`config.mk`:
```
export PLATFORM = sky130hd
export DESIGN_NAME = tpc_timer_group
export DESIGN_NICKNAME = d
export VERILOG_FILES = /design/src/rtl/tpc_pkg.sv /design/src/rtl/tpc_count.sv /design/src/rtl/tpc_timer_group.sv
export SDC_FILE = /design/constraint.sdc
export NUM_CORES = 1
export LEC_CHECK = 0
export ABC_AREA = 1
export BUFFER_PORTS_ARGS = -buffer_cell sky130_fd_sc_hd__buf_2
export CORE_MARGIN = 1
export CORE_UTILIZATION = 57
export DETAILED_ROUTE_END_ITERATION = 8
export PLACE_DENSITY = 0.88
export SETUP_SLACK_MARGIN = 0.4
export SYNTH_ARGS = -nofsm -noshare
export SYNTH_HDL_FRONTEND = slang
export SYNTH_SLANG_ARGS = --single-unit
export TNS_END_PERCENT = 5
```
`constraint.sdc`:
```
create_clock -name i_ref_clk -period 4.95 [get_ports i_ref_clk]
set_clock_uncertainty 0.1 [all_clocks]
set_input_delay 0.99 -clock i_ref_clk [delete_from_list [all_inputs] [get_ports i_ref_clk]]
set_output_delay 0.99 -clock i_ref_clk [all_outputs]
set_load 0.005 [all_outputs]
```
`src/rtl/tpc_pkg.sv`:
```
// Constants shared by the timer group: widths, modes, prescaler layout.
// Assumes a single 200 MHz clock and an active-low async reset.
package tpc_pkg;
    // -------------------------------------------------------------------
    // Widths and counts
    // -------------------------------------------------------------------
    localparam int MAIN_W  = 16;
    localparam int SMALL_W = 8;
    localparam int MAIN_CH = 5;
    localparam int PRE_W   = 3;
    localparam int PDIV_W  = 8;
    localparam int SYNC_N  = 8;
    // Sync vector layout: capture pins, then event pins
    localparam int SYN_CAP = 0;
    localparam int SYN_EV1 = 5;
    localparam int SYN_EV3 = 6;
    localparam int SYN_EV4 = 7;

    // -------------------------------------------------------------------
    // Counter operating modes
    // -------------------------------------------------------------------
    typedef enum logic [1:0] {
        TPC_STOP  = 2'b00,
        TPC_TIMER = 2'b01,
        TPC_EVENT = 2'b10,
        TPC_RSVD  = 2'b11
    } tpc_mode_t;

    localparam logic [PDIV_W-1:0] PDIV_ONE = 8'h01;
    localparam logic [PDIV_W-1:0] PDIV_RST = 8'h00;
endpackage

```
`src/rtl/tpc_count.sv`:
```
// Prescaled up-counter with programmable period, used by every timer.
// Assumes i_evt and i_ext_tick are one-cycle pulses on i_ref_clk.
`timescale 1ns/100ps
`default_nettype none
module tpc_count #(
    parameter int W = 16
) (
    // Clock and reset
    input  wire logic         i_ref_clk,
    input  wire logic         i_arst_n,
    // Control
    input  wire logic [1:0]   i_mode,
    input  wire logic [2:0]   i_presc,
    input  wire logic [W-1:0] i_period,
    input  wire logic         i_evt,
    input  wire logic         i_ext_sel,
    input  wire logic         i_ext_tick,
    // Status
    output logic      [W-1:0] o_count,
    output logic              o_wrap
);
    logic [7:0]   pdiv_ff;
    logic [7:0]   pmask;
    logic         pre_tick;
    logic         tick;
    logic [W-1:0] cnt_ff;
    logic         wrap_ff;

    // -------------------------------------------------------------------
    // Prescaler: divide by 2**presc
    // -------------------------------------------------------------------
    assign pmask    = (tpc_pkg::PDIV_ONE << i_presc) - tpc_pkg::PDIV_ONE;
    assign pre_tick = (pdiv_ff & pmask) == pmask;

    always_comb begin
        case (tpc_pkg::tpc_mode_t'(i_mode))
            tpc_pkg::TPC_TIMER: tick = i_ext_sel ? i_ext_tick : pre_tick;
            tpc_pkg::TPC_EVENT: tick = i_evt;
            default:            tick = 1'b0;
        endcase
    end

    always_ff @(posedge i_ref_clk or negedge i_arst_n) begin
        if (!i_arst_n) begin
            pdiv_ff <= tpc_pkg::PDIV_RST;
        end else if (i_mode == tpc_pkg::TPC_STOP) begin
            pdiv_ff <= tpc_pkg::PDIV_RST;
        end else begin
            pdiv_ff <= pdiv_ff + tpc_pkg::PDIV_ONE;
        end
    end

    // -------------------------------------------------------------------
    // Counter: 0 .. period, then back to 0
    // -------------------------------------------------------------------
    always_ff @(posedge i_ref_clk or negedge i_arst_n) begin
        if (!i_arst_n) begin
            cnt_ff <= '0;
        end else if (tick) begin
            if (cnt_ff == i_period) begin
                cnt_ff <= '0;
            end else begin
                // Period lowered below count: runs on to natural rollover
                cnt_ff <= cnt_ff + W'(1);
            end
        end
    end

    always_ff @(posedge i_ref_clk or negedge i_arst_n) begin
        if (!i_arst_n) begin
            wrap_ff <= 1'b0;
        end else begin
            wrap_ff <= tick && (cnt_ff == i_period);
        end
    end

    assign o_count = cnt_ff;
    assign o_wrap  = wrap_ff;
endmodule
`default_nettype wire

```
`src/rtl/tpc_timer_group.sv`:
```
// Timer group: 16-bit main timer with five compare/capture channels,
// two 8-bit timers with one PWM channel each, and infrared modulation.
// Assumes pins are asynchronous; controls are static, same-clock levels.
//
// Contract
// Main timer is a 16-bit timer, event counter or PWM source.
// Main timer count clock passes a prescaler; period value bounds it.
// Main timer has five channels, each with its own 16-bit compare.
// Each main channel drives PWM or captures count on an input edge.
// Infrared mode: main timer advances once per first small-timer period.
// Infrared output is main timer output AND first small-timer output.
// Each small timer is an 8-bit timer, event counter or PWM source.
// Small timers: prescaler, 8-bit period, exactly one 8-bit compare.
// Small-timer channel produces PWM from compare value and counter.
// Counters run zero to period, restart at zero, one wrap each.
// PWM output changes at compare match and is restored at wrap.
`timescale 1ns/100ps
`default_nettype none
module tpc_timer_group #(
    parameter int MW = tpc_pkg::MAIN_W,
    parameter int SW = tpc_pkg::SMALL_W,
    parameter int NC = tpc_pkg::MAIN_CH
) (
    // Clock and reset
    input  wire logic            i_ref_clk,
    input  wire logic            i_arst_n,
    // Main timer control
    input  wire logic [1:0]      i_t1_mode,
    input  wire logic [2:0]      i_t1_presc,
    input  wire logic [MW-1:0]   i_t1_period,
    input  wire logic [NC*MW-1:0] i_t1_cmp,
    input  wire logic [NC-1:0]   i_t1_ch_en,
    input  wire logic [NC-1:0]   i_t1_ch_cap,
    input  wire logic [NC-1:0]   i_t1_cap_fall,
    // Small timer control
    input  wire logic [1:0]      i_t3_mode,
    input  wire logic [2:0]      i_t3_presc,
    input  wire logic [SW-1:0]   i_t3_period,
    input  wire logic [SW-1:0]   i_t3_cmp,
    input  wire logic            i_t3_ch_en,
    input  wire logic [1:0]      i_t4_mode,
    input  wire logic [2:0]      i_t4_presc,
    input  wire logic [SW-1:0]   i_t4_period,
    input  wire logic [SW-1:0]   i_t4_cmp,
    input  wire logic            i_t4_ch_en,
    input  wire logic            i_ir_en,
    // Pins
    input  wire logic [NC-1:0]   i_t1_cap_pin,
    input  wire logic            i_t1_evt_pin,
    input  wire logic            i_t3_evt_pin,
    input  wire logic            i_t4_evt_pin,
    // Main timer status and outputs
    output logic      [MW-1:0]   o_t1_count,
    output logic                 o_t1_wrap,
    output logic      [NC-1:0]   o_t1_pwm,
    output logic      [NC*MW-1:0] o_t1_capt,
    output logic      [NC-1:0]   o_t1_capt_stb,
    // Small timer status and outputs
    output logic      [SW-1:0]   o_t3_count,
    output logic                 o_t3_wrap,
    output logic                 o_t3_pwm,
    output logic      [SW-1:0]   o_t4_count,
    output logic                 o_t4_wrap,
    output logic                 o_t4_pwm,
    // Infrared output
    output logic                 o_ir_out
);
    localparam int SN = tpc_pkg::SYNC_N;

    logic [SN-1:0]    pin_raw;
    logic [SN-1:0]    sync1_ff;
    logic [SN-1:0]    sync2_ff;
    logic [SN-1:0]    sync3_ff;
    logic [SN-1:0]    rise;
    logic [SN-1:0]    fall;
    logic [NC-1:0]    pwm_ff;
    logic [NC-1:0]    stb_ff;
    logic [NC*MW-1:0] capt_ff;
    logic             t3_pwm_ff;
    logic             t4_pwm_ff;
    logic             ir_ff;

    // -------------------------------------------------------------------
    // Pin synchronisers
    // -------------------------------------------------------------------
    assign pin_raw = {i_t4_evt_pin, i_t3_evt_pin, i_t1_evt_pin, i_t1_cap_pin};

    always_ff @(posedge i_ref_clk or negedge i_arst_n) begin
        if (!i_arst_n) begin
            sync1_ff <= '0;
            sync2_ff <= '0;
            sync3_ff <= '0;
        end else begin
            sync1_ff <= pin_raw;
            sync2_ff <= sync1_ff;
            sync3_ff <= sync2_ff;
        end
    end

    assign rise = sync2_ff & ~sync3_ff;
    assign fall = ~sync2_ff & sync3_ff;

    // -------------------------------------------------------------------
    // Counters
    // -------------------------------------------------------------------
    // Infrared mode: main timer counts first small-timer periods
    tpc_count #(.W(MW)) u_t1 (
        .i_ref_clk  (i_ref_clk),
        .i_arst_n   (i_arst_n),
        .i_mode     (i_t1_mode),
        .i_presc    (i_t1_presc),
        .i_period   (i_t1_period),
        .i_evt      (rise[tpc_pkg::SYN_EV1]),
        .i_ext_sel  (i_ir_en),
        .i_ext_tick (o_t3_wrap),
        .o_count    (o_t1_count),
        .o_wrap     (o_t1_wrap)
    );

    tpc_count #(.W(SW)) u_t3 (
        .i_ref_clk  (i_ref_clk),
        .i_arst_n   (i_arst_n),
        .i_mode     (i_t3_mode),
        .i_presc    (i_t3_presc),
        .i_period   (i_t3_period),
        .i_evt      (rise[tpc_pkg::SYN_EV3]),
        .i_ext_sel  (1'b0),
        .i_ext_tick (1'b0),
        .o_count    (o_t3_count),
        .o_wrap     (o_t3_wrap)
    );

    tpc_count #(.W(SW)) u_t4 (
        .i_ref_clk  (i_ref_clk),
        .i_arst_n   (i_arst_n),
        .i_mode     (i_t4_mode),
        .i_presc    (i_t4_presc),
        .i_period   (i_t4_period),
        .i_evt      (rise[tpc_pkg::SYN_EV4]),
        .i_ext_sel  (1'b0),
        .i_ext_tick (1'b0),
        .o_count    (o_t4_count),
        .o_wrap     (o_t4_wrap)
    );

    // -------------------------------------------------------------------
    // Main timer channels
    // -------------------------------------------------------------------
    // High from wrap until the counter reaches compare, so compare 0
    // gives a constant low and compare above period a constant high.
    for (genvar c = 0; c < NC; c++) begin : g_ch
        logic [MW-1:0] cmp;
        logic          edge_hit;
        assign cmp      = i_t1_cmp[c*MW +: MW];
        assign edge_hit = i_t1_cap_fall[c] ? fall[tpc_pkg::SYN_CAP + c]
                                           : rise[tpc_pkg::SYN_CAP + c];

        always_ff @(posedge i_ref_clk or negedge i_arst_n) begin
            if (!i_arst_n) begin
                pwm_ff[c] <= 1'b0;
            end else if (i_t1_ch_en[c] && !i_t1_ch_cap[c]) begin
                pwm_ff[c] <= o_t1_count < cmp;
            end else begin
                pwm_ff[c] <= 1'b0;
            end
        end

        always_ff @(posedge i_ref_clk or negedge i_arst_n) begin
            if (!i_arst_n) begin
                capt_ff[c*MW +: MW] <= '0;
                stb_ff[c]           <= 1'b0;
            end else begin
                stb_ff[c] <= i_t1_ch_en[c] && i_t1_ch_cap[c] && edge_hit;
                if (i_t1_ch_en[c] && i_t1_ch_cap[c] && edge_hit) begin
                    capt_ff[c*MW +: MW] <= o_t1_count;
                end
            end
        end

    end

    // -------------------------------------------------------------------
    // Small timer channels
    // -------------------------------------------------------------------
    always_ff @(posedge i_ref_clk or negedge i_arst_n) begin
        if (!i_arst_n) begin
            t3_pwm_ff <= 1'b0;
        end else begin
            t3_pwm_ff <= i_t3_ch_en && (o_t3_count < i_t3_cmp);
        end
    end

    always_ff @(posedge i_ref_clk or negedge i_arst_n) begin
        if (!i_arst_n) begin
            t4_pwm_ff <= 1'b0;
        end else begin
            t4_pwm_ff <= i_t4_ch_en && (o_t4_count < i_t4_cmp);
        end
    end

    // -------------------------------------------------------------------
    // Infrared modulation
    // -------------------------------------------------------------------
    always_ff @(posedge i_ref_clk or negedge i_arst_n) begin
        if (!i_arst_n) begin
            ir_ff <= 1'b0;
        end else begin
            ir_ff <= i_ir_en && pwm_ff[0] && t3_pwm_ff;
        end
    end

    assign o_t1_pwm      = pwm_ff;
    assign o_t1_capt     = capt_ff;
    assign o_t1_capt_stb = stb_ff;
    assign o_t3_pwm      = t3_pwm_ff;
    assign o_t4_pwm      = t4_pwm_ff;
    assign o_ir_out      = ir_ff;
endmodule
`default_nettype wire

```
== Yosys cells after proc, flatten, opt, wreduce, memory -nomap -nowiden ==
Index checks and enable logic that the tools add are counted.

* Add/sub/neg operators: 9
* Order comparisons: 7
* Equality and inequality tests: 12
* Shift operators: 3
* Multiplexer cells: 20
* Bitwise logic cells: 7
* Reductions and logical operators: 30

{| class="wikitable"
|+ Operators by type and width
! kind !! number
|-
| 16-bit < comparator || 5
|-
| 8-bit by 1-bit adder with 8-bit output (second input constant) || 5
|-
| 8-bit equality test || 5
|-
| 8-bit two-way mux || 5
|-
| 8-bit bitwise AND || 4
|-
| 1-bit by 3-bit left shift with 8-bit output (first input constant) || 3
|-
| 8-bit by 1-bit subtractor with 8-bit output (second input constant) || 3
|-
| 1-bit logical AND || 22
|-
| 16-bit by 1-bit adder with 16-bit output (second input constant) || 1
|-
| 16-bit equality test || 1
|-
| 8-bit < comparator || 2
|-
| 16-bit two-way mux || 1
|-
| 1-bit two-way mux || 11
|-
| 8-bit inverter || 1
|-
| 2-bit by 1-bit equality test with 1-bit output (second input constant) || 3
|-
| 2-bit equality test (second input constant) || 3
|-
| 2-bit zero test || 3
|-
| 1-bit case mux with 2 select lines || 3
|-
| 5-bit bitwise AND || 1
|-
| 1-bit zero test || 5
|-
| 5-bit inverter || 1
|}

* Register bits: 176
* Input port bits: 171

== Longest topological paths before layout ==
* Depth after elaboration: 7
* Mapped depth: 13

== Cells and area by module ==
A second synthesis with hierarchy kept.

* Cell total of the unflattened synthesis: 1348
* Area total of the unflattened synthesis: 11001.8 um^2

{| class="wikitable"
|+ By module, submodules not included
! module !! instances !! cells an instance !! area each (um^2)
|-
| tpc_timer_group || 1 || 750 || 6854.1
|-
| tpc_count at u_t3 ... || 2 || 144 || 1089.8
|-
| tpc_count at u_t1 || 1 || 310 || 1968.1
|}

== Least setup slack after synthesis ==
Ideal clock, no wire load.

* Kind: input to register
* From: input port i_t3_presc[0]
* To: register u_t3.cnt_ff[0], in the netlist u_t3.o_count[0]
* Arrival time: 1.926 ns
* Required time: 4.733 ns
* Slack: 2.807 ns
* Stages: 7
* Buffers on the path: 0
* Cells stage by stage: or2_1 > a21oi_1 > a21oi_1 > o21ai_2 > nand2_4 > nand2_1 > nand2_1

* Cells in the longest elaborated chain, start to end: 5

{| class="wikitable"
|+ Ends and longest elaborated chain
! element !! line !! RTL
|-
| start, declared || tpc_timer_group.sv:37 || <nowiki>input wire logic [2:0] i_t3_presc,</nowiki>
|-
| 1-bit by 3-bit left shift with 8-bit output * || tpc_count.sv:32 || <nowiki>assign pmask = (tpc_pkg::PDIV_ONE << i_presc) - tpc_pkg::PDIV_ONE;</nowiki>
|-
| 8-bit by 1-bit subtractor with 8-bit output * || tpc_count.sv:32 ||
|-
| 8-bit bitwise AND || tpc_count.sv:33 || <nowiki>assign pre_tick = (pdiv_ff & pmask) == pmask;</nowiki>
|-
| 8-bit equality test * || tpc_count.sv:33 ||
|-
| 1-bit case mux with 2 select lines * || tpc_count.sv:36 || <nowiki>case (tpc_pkg::tpc_mode_t'(i_mode))</nowiki>
|-
| end signal, assigned || tpc_count.sv:64 || <nowiki>cnt_ff <= cnt_ff + W'(1);</nowiki>
|-
| end, declared || tpc_count.sv:26 || <nowiki>logic [W-1:0] cnt_ff;</nowiki>
|}

Every way passes the cells marked *; elsewhere a longest branch is shown, timed or not.
A chain may end at the register's enable or synchronous reset.

== Worst setup path after layout ==
* From: register u_t1.cnt_ff[7], in the netlist u_t1.o_count[7]
* To: output port o_t1_count[7]

{| class="wikitable"
|+ RTL lines
! element !! line !! RTL
|-
| start, declared || tpc_count.sv:26 ||
|-
| start signal, assigned || tpc_count.sv:64 ||
|-
| end, declared || tpc_timer_group.sv:53 || <nowiki>output logic [MW-1:0] o_t1_count,</nowiki>
|}

No word-level cell between the ends.

==> reports/results.ini <==
[outcome]
status=completed

[drt]
dr.pass1.iters=5
vias_per_cell=5.26
totalWireLength_um=26800
wire_per_inst_um=15.2
vias=9245
drcViolationCount=0
drt_iter0_markers=614
drtAntennaViolNets=0

[grt]
grt_overflow_total=0
grt.met1_usage_pct=38.2
grt_pass1_wl_um=42600
grtUsageMet2_pct=52.0
grt_usage_pct=30.3
grtUsageMet3_pct=5.37
busiest_layer=met2
first_global_vias=8755
grt_antenna_before_repair=2
grt_max_degree=71

[floorplanning]
fp.dieW_um=135
row_count=48
dieArea_mm2=0.0181
start_util_pct=58.2
num_io_pins=299
fp.coreArea_mm2=0.0172
die_y_um=135

[worst_setup_path]
cp.arrival_ns=1.41
cp_num_buf_inv=1
cp-end-kind=output port
startpoint_type=flip-flop
crit_slowest_cell=dfrtp_1
crit_family=flip-flops
cp_cell_sequence=buf_2
crit_type=reg2out
cp_max_fo=11
required_ns=3.86
ff2ff_path_depth=7
cp.depth=1
slowest_delay_ns=0.75

[power]
cellInternalPower_mw=2.82
pwr-share-seq_pct=43.3
p_sw_share_pct=36.1
p_switching_mw=1.59
p_total_mw=4.41
power_frac_clock_pct=30.6
ir_drop_v=0.000245
cellLeakagePower_nw=7.04
combPwrFrac_pct=26.1
p_per_area_mw_per_mm2=359

[clocking]
h-tree-depth=4
clkTransAtPathRegs_ns=0.07
clk_path_buf_depth=2
cts_root_buffer=clkbuf_16
tritoncts=yes
cts_resized=0
clk_latency_ns=0.43
cts_made_buffers=17
clock-sinks=173
post-cts-setup-buffer-count=0
hold_buffers=0

[yosys]
synth_nets=1505
yosys_warnings=0
yosysTopAreaCellShare_pct=43.1
synth_area_per_cell_um2=8.16
ys_seq_elements=173
seq_area_frac_synth_pct=43.1
synth.area.top_cells=dfrtp_1 43%, ha_1 13%, nand2_1 11%
synthesis.area_mm2=0.0100
yosysUniqueCellTypes=37
syn_inst=1230
synth_top_cell_by_area=dfrtp_1

[timing]
worst_pin_slew_ns=1.09
period_minus_slack_ns=2.50
timing.fmax_mhz=400
min_period_over_period_pct=50.5
tns_ns=0
rsz0062_at_grt=false
setup_viol=0
slew_viol_final=0
max-slew-margin-rel_pct=27.1
final_hold_viol_count=0

[final_layout]
final_cell_mix=297 x buf_2, 294 x nand2_1, 186 x inv_1, 173 x dfrtp_1, 106 x o21ai_0
drive_gt1_share_pct=23.1
area_growth_syn_to_layout_pct=22.6
fin_area_mm2=0.0123
final_common_cell=buf_2
finish.net_count=1792

[place]
port_buffers=298
placed_cell_area_mm2=0.0117
post-dp-hpwl_um=20000
gp_congestion=0.896

[hold_path]
holdCritPathClass=reg2reg
hold_depth=0

[flow_run]
drv_cap=0

-- synth_stat cells --
master    instances
xor2_1           16
o21ai_0         106
clkbuf_1         19
nor2_4            1
o21a_1            7
nand2_1         294
nor3_2            1
nand3b_1          3
o21ai_2           1
nor2_2            4
inv_2             3
o21bai_1          8
nor3b_1           6
buf_6             3
xnor2_2           1
clkbuf_2          4
nor3_1           23
nor2_1           76
nand2_2           5
dfrtp_1         173
inv_1           186
clkinv_1          1
xnor2_1          34
nand3_1          65
nand4_1          11
ha_1            104
or2_1             1
and3_1            1
buf_2             3
buf_4             2
a21oi_1          53
or2_2             2
nand2_4           2
a211oi_1          2
a21boi_0          6
o211ai_1          1
buf_1             2
-- per-stage QoR --
stage          hold WS, ns  std cells  setup WS, ns  utilization (%)
6_report             0.250       1757          2.45             71.4
5_1_grt              0.261       1757          2.43             71.4
4_1_cts              0.252       1755          2.46             71.3
3_5_place_dp         0.235       1723          2.27             67.7
3_3_place_gp         0.231       1723          2.41             67.7
2_1_floorplan        0.231       1230          2.81                -
-- per-layer routing --
metal	part of all wire (%)	wire length (um)
met1	42	11200
met2	49	13000
met3	7.1	1890
met4	2.4	651
met5	0	0
-- path summary, 6_finish.rpt --
kind                            startpoint              end  slack [ns]
min                            sync1_ff[0]      sync2_ff[0]        0.25
min in group asynchronous         i_arst_n  u_t3.o_count[5]        0.46
max in group asynchronous         i_arst_n  u_t1.o_count[3]        3.26
max reg2reg                u_t1.o_count[0]      o_t1_pwm[2]        2.75
min reg2reg                    sync1_ff[0]      sync2_ff[0]        0.25
max                        u_t1.o_count[7]    o_t1_count[7]        2.45
-- layout make-up --
type / count / area (um2)
tap: 225 / 282
fill: 1306 / 4940
clock inverter: 15 / 194
sequential: 173 / 4330
timing repair buffer: 301 / 1520
antenna: 2 / 5.00
multi-input combinational: 834 / 4830
clock buffer: 17 / 425
inverter: 190 / 713
-- kinds of logic after synthesis --
family                     Yosys count  share of synthesized area (%)
adders and majority gates          104                           13.0
xor gates and xnor gates            51                           4.53
buffers and inverters              223                           8.73
DFF                                173                           43.1
and+or+nand+nor                    495                           20.8
AOI/OAI and AO/OA                  184                           9.81
-- flip-flops by register name, indices dropped and copies added (netlist names), 5 cells and up --
name           count
o_t1_capt         80
o_t1_pwm           5
u_t1.o_count      16
u_t4.pdiv_ff       7
o_t1_capt_stb      5
u_t3.o_count       8
sync1_ff           8
u_t3.pdiv_ff       7
u_t1.pdiv_ff       7
sync3_ff           8
sync2_ff           8
u_t4.o_count       8
-- power by group through the flow --
stage	Combinational [mW]	Clock, mW	Sequential (mW)
after floorplan	0.710	0	1.84
after global placement	1.08	0	1.93
after detailed placement	1.15	0	1.93
after CTS	1.16	1.37	1.90
after global routing	1.33	1.42	1.94
final	1.15	1.35	1.91
No activity file was read; power rests on OpenSTA's default activity.
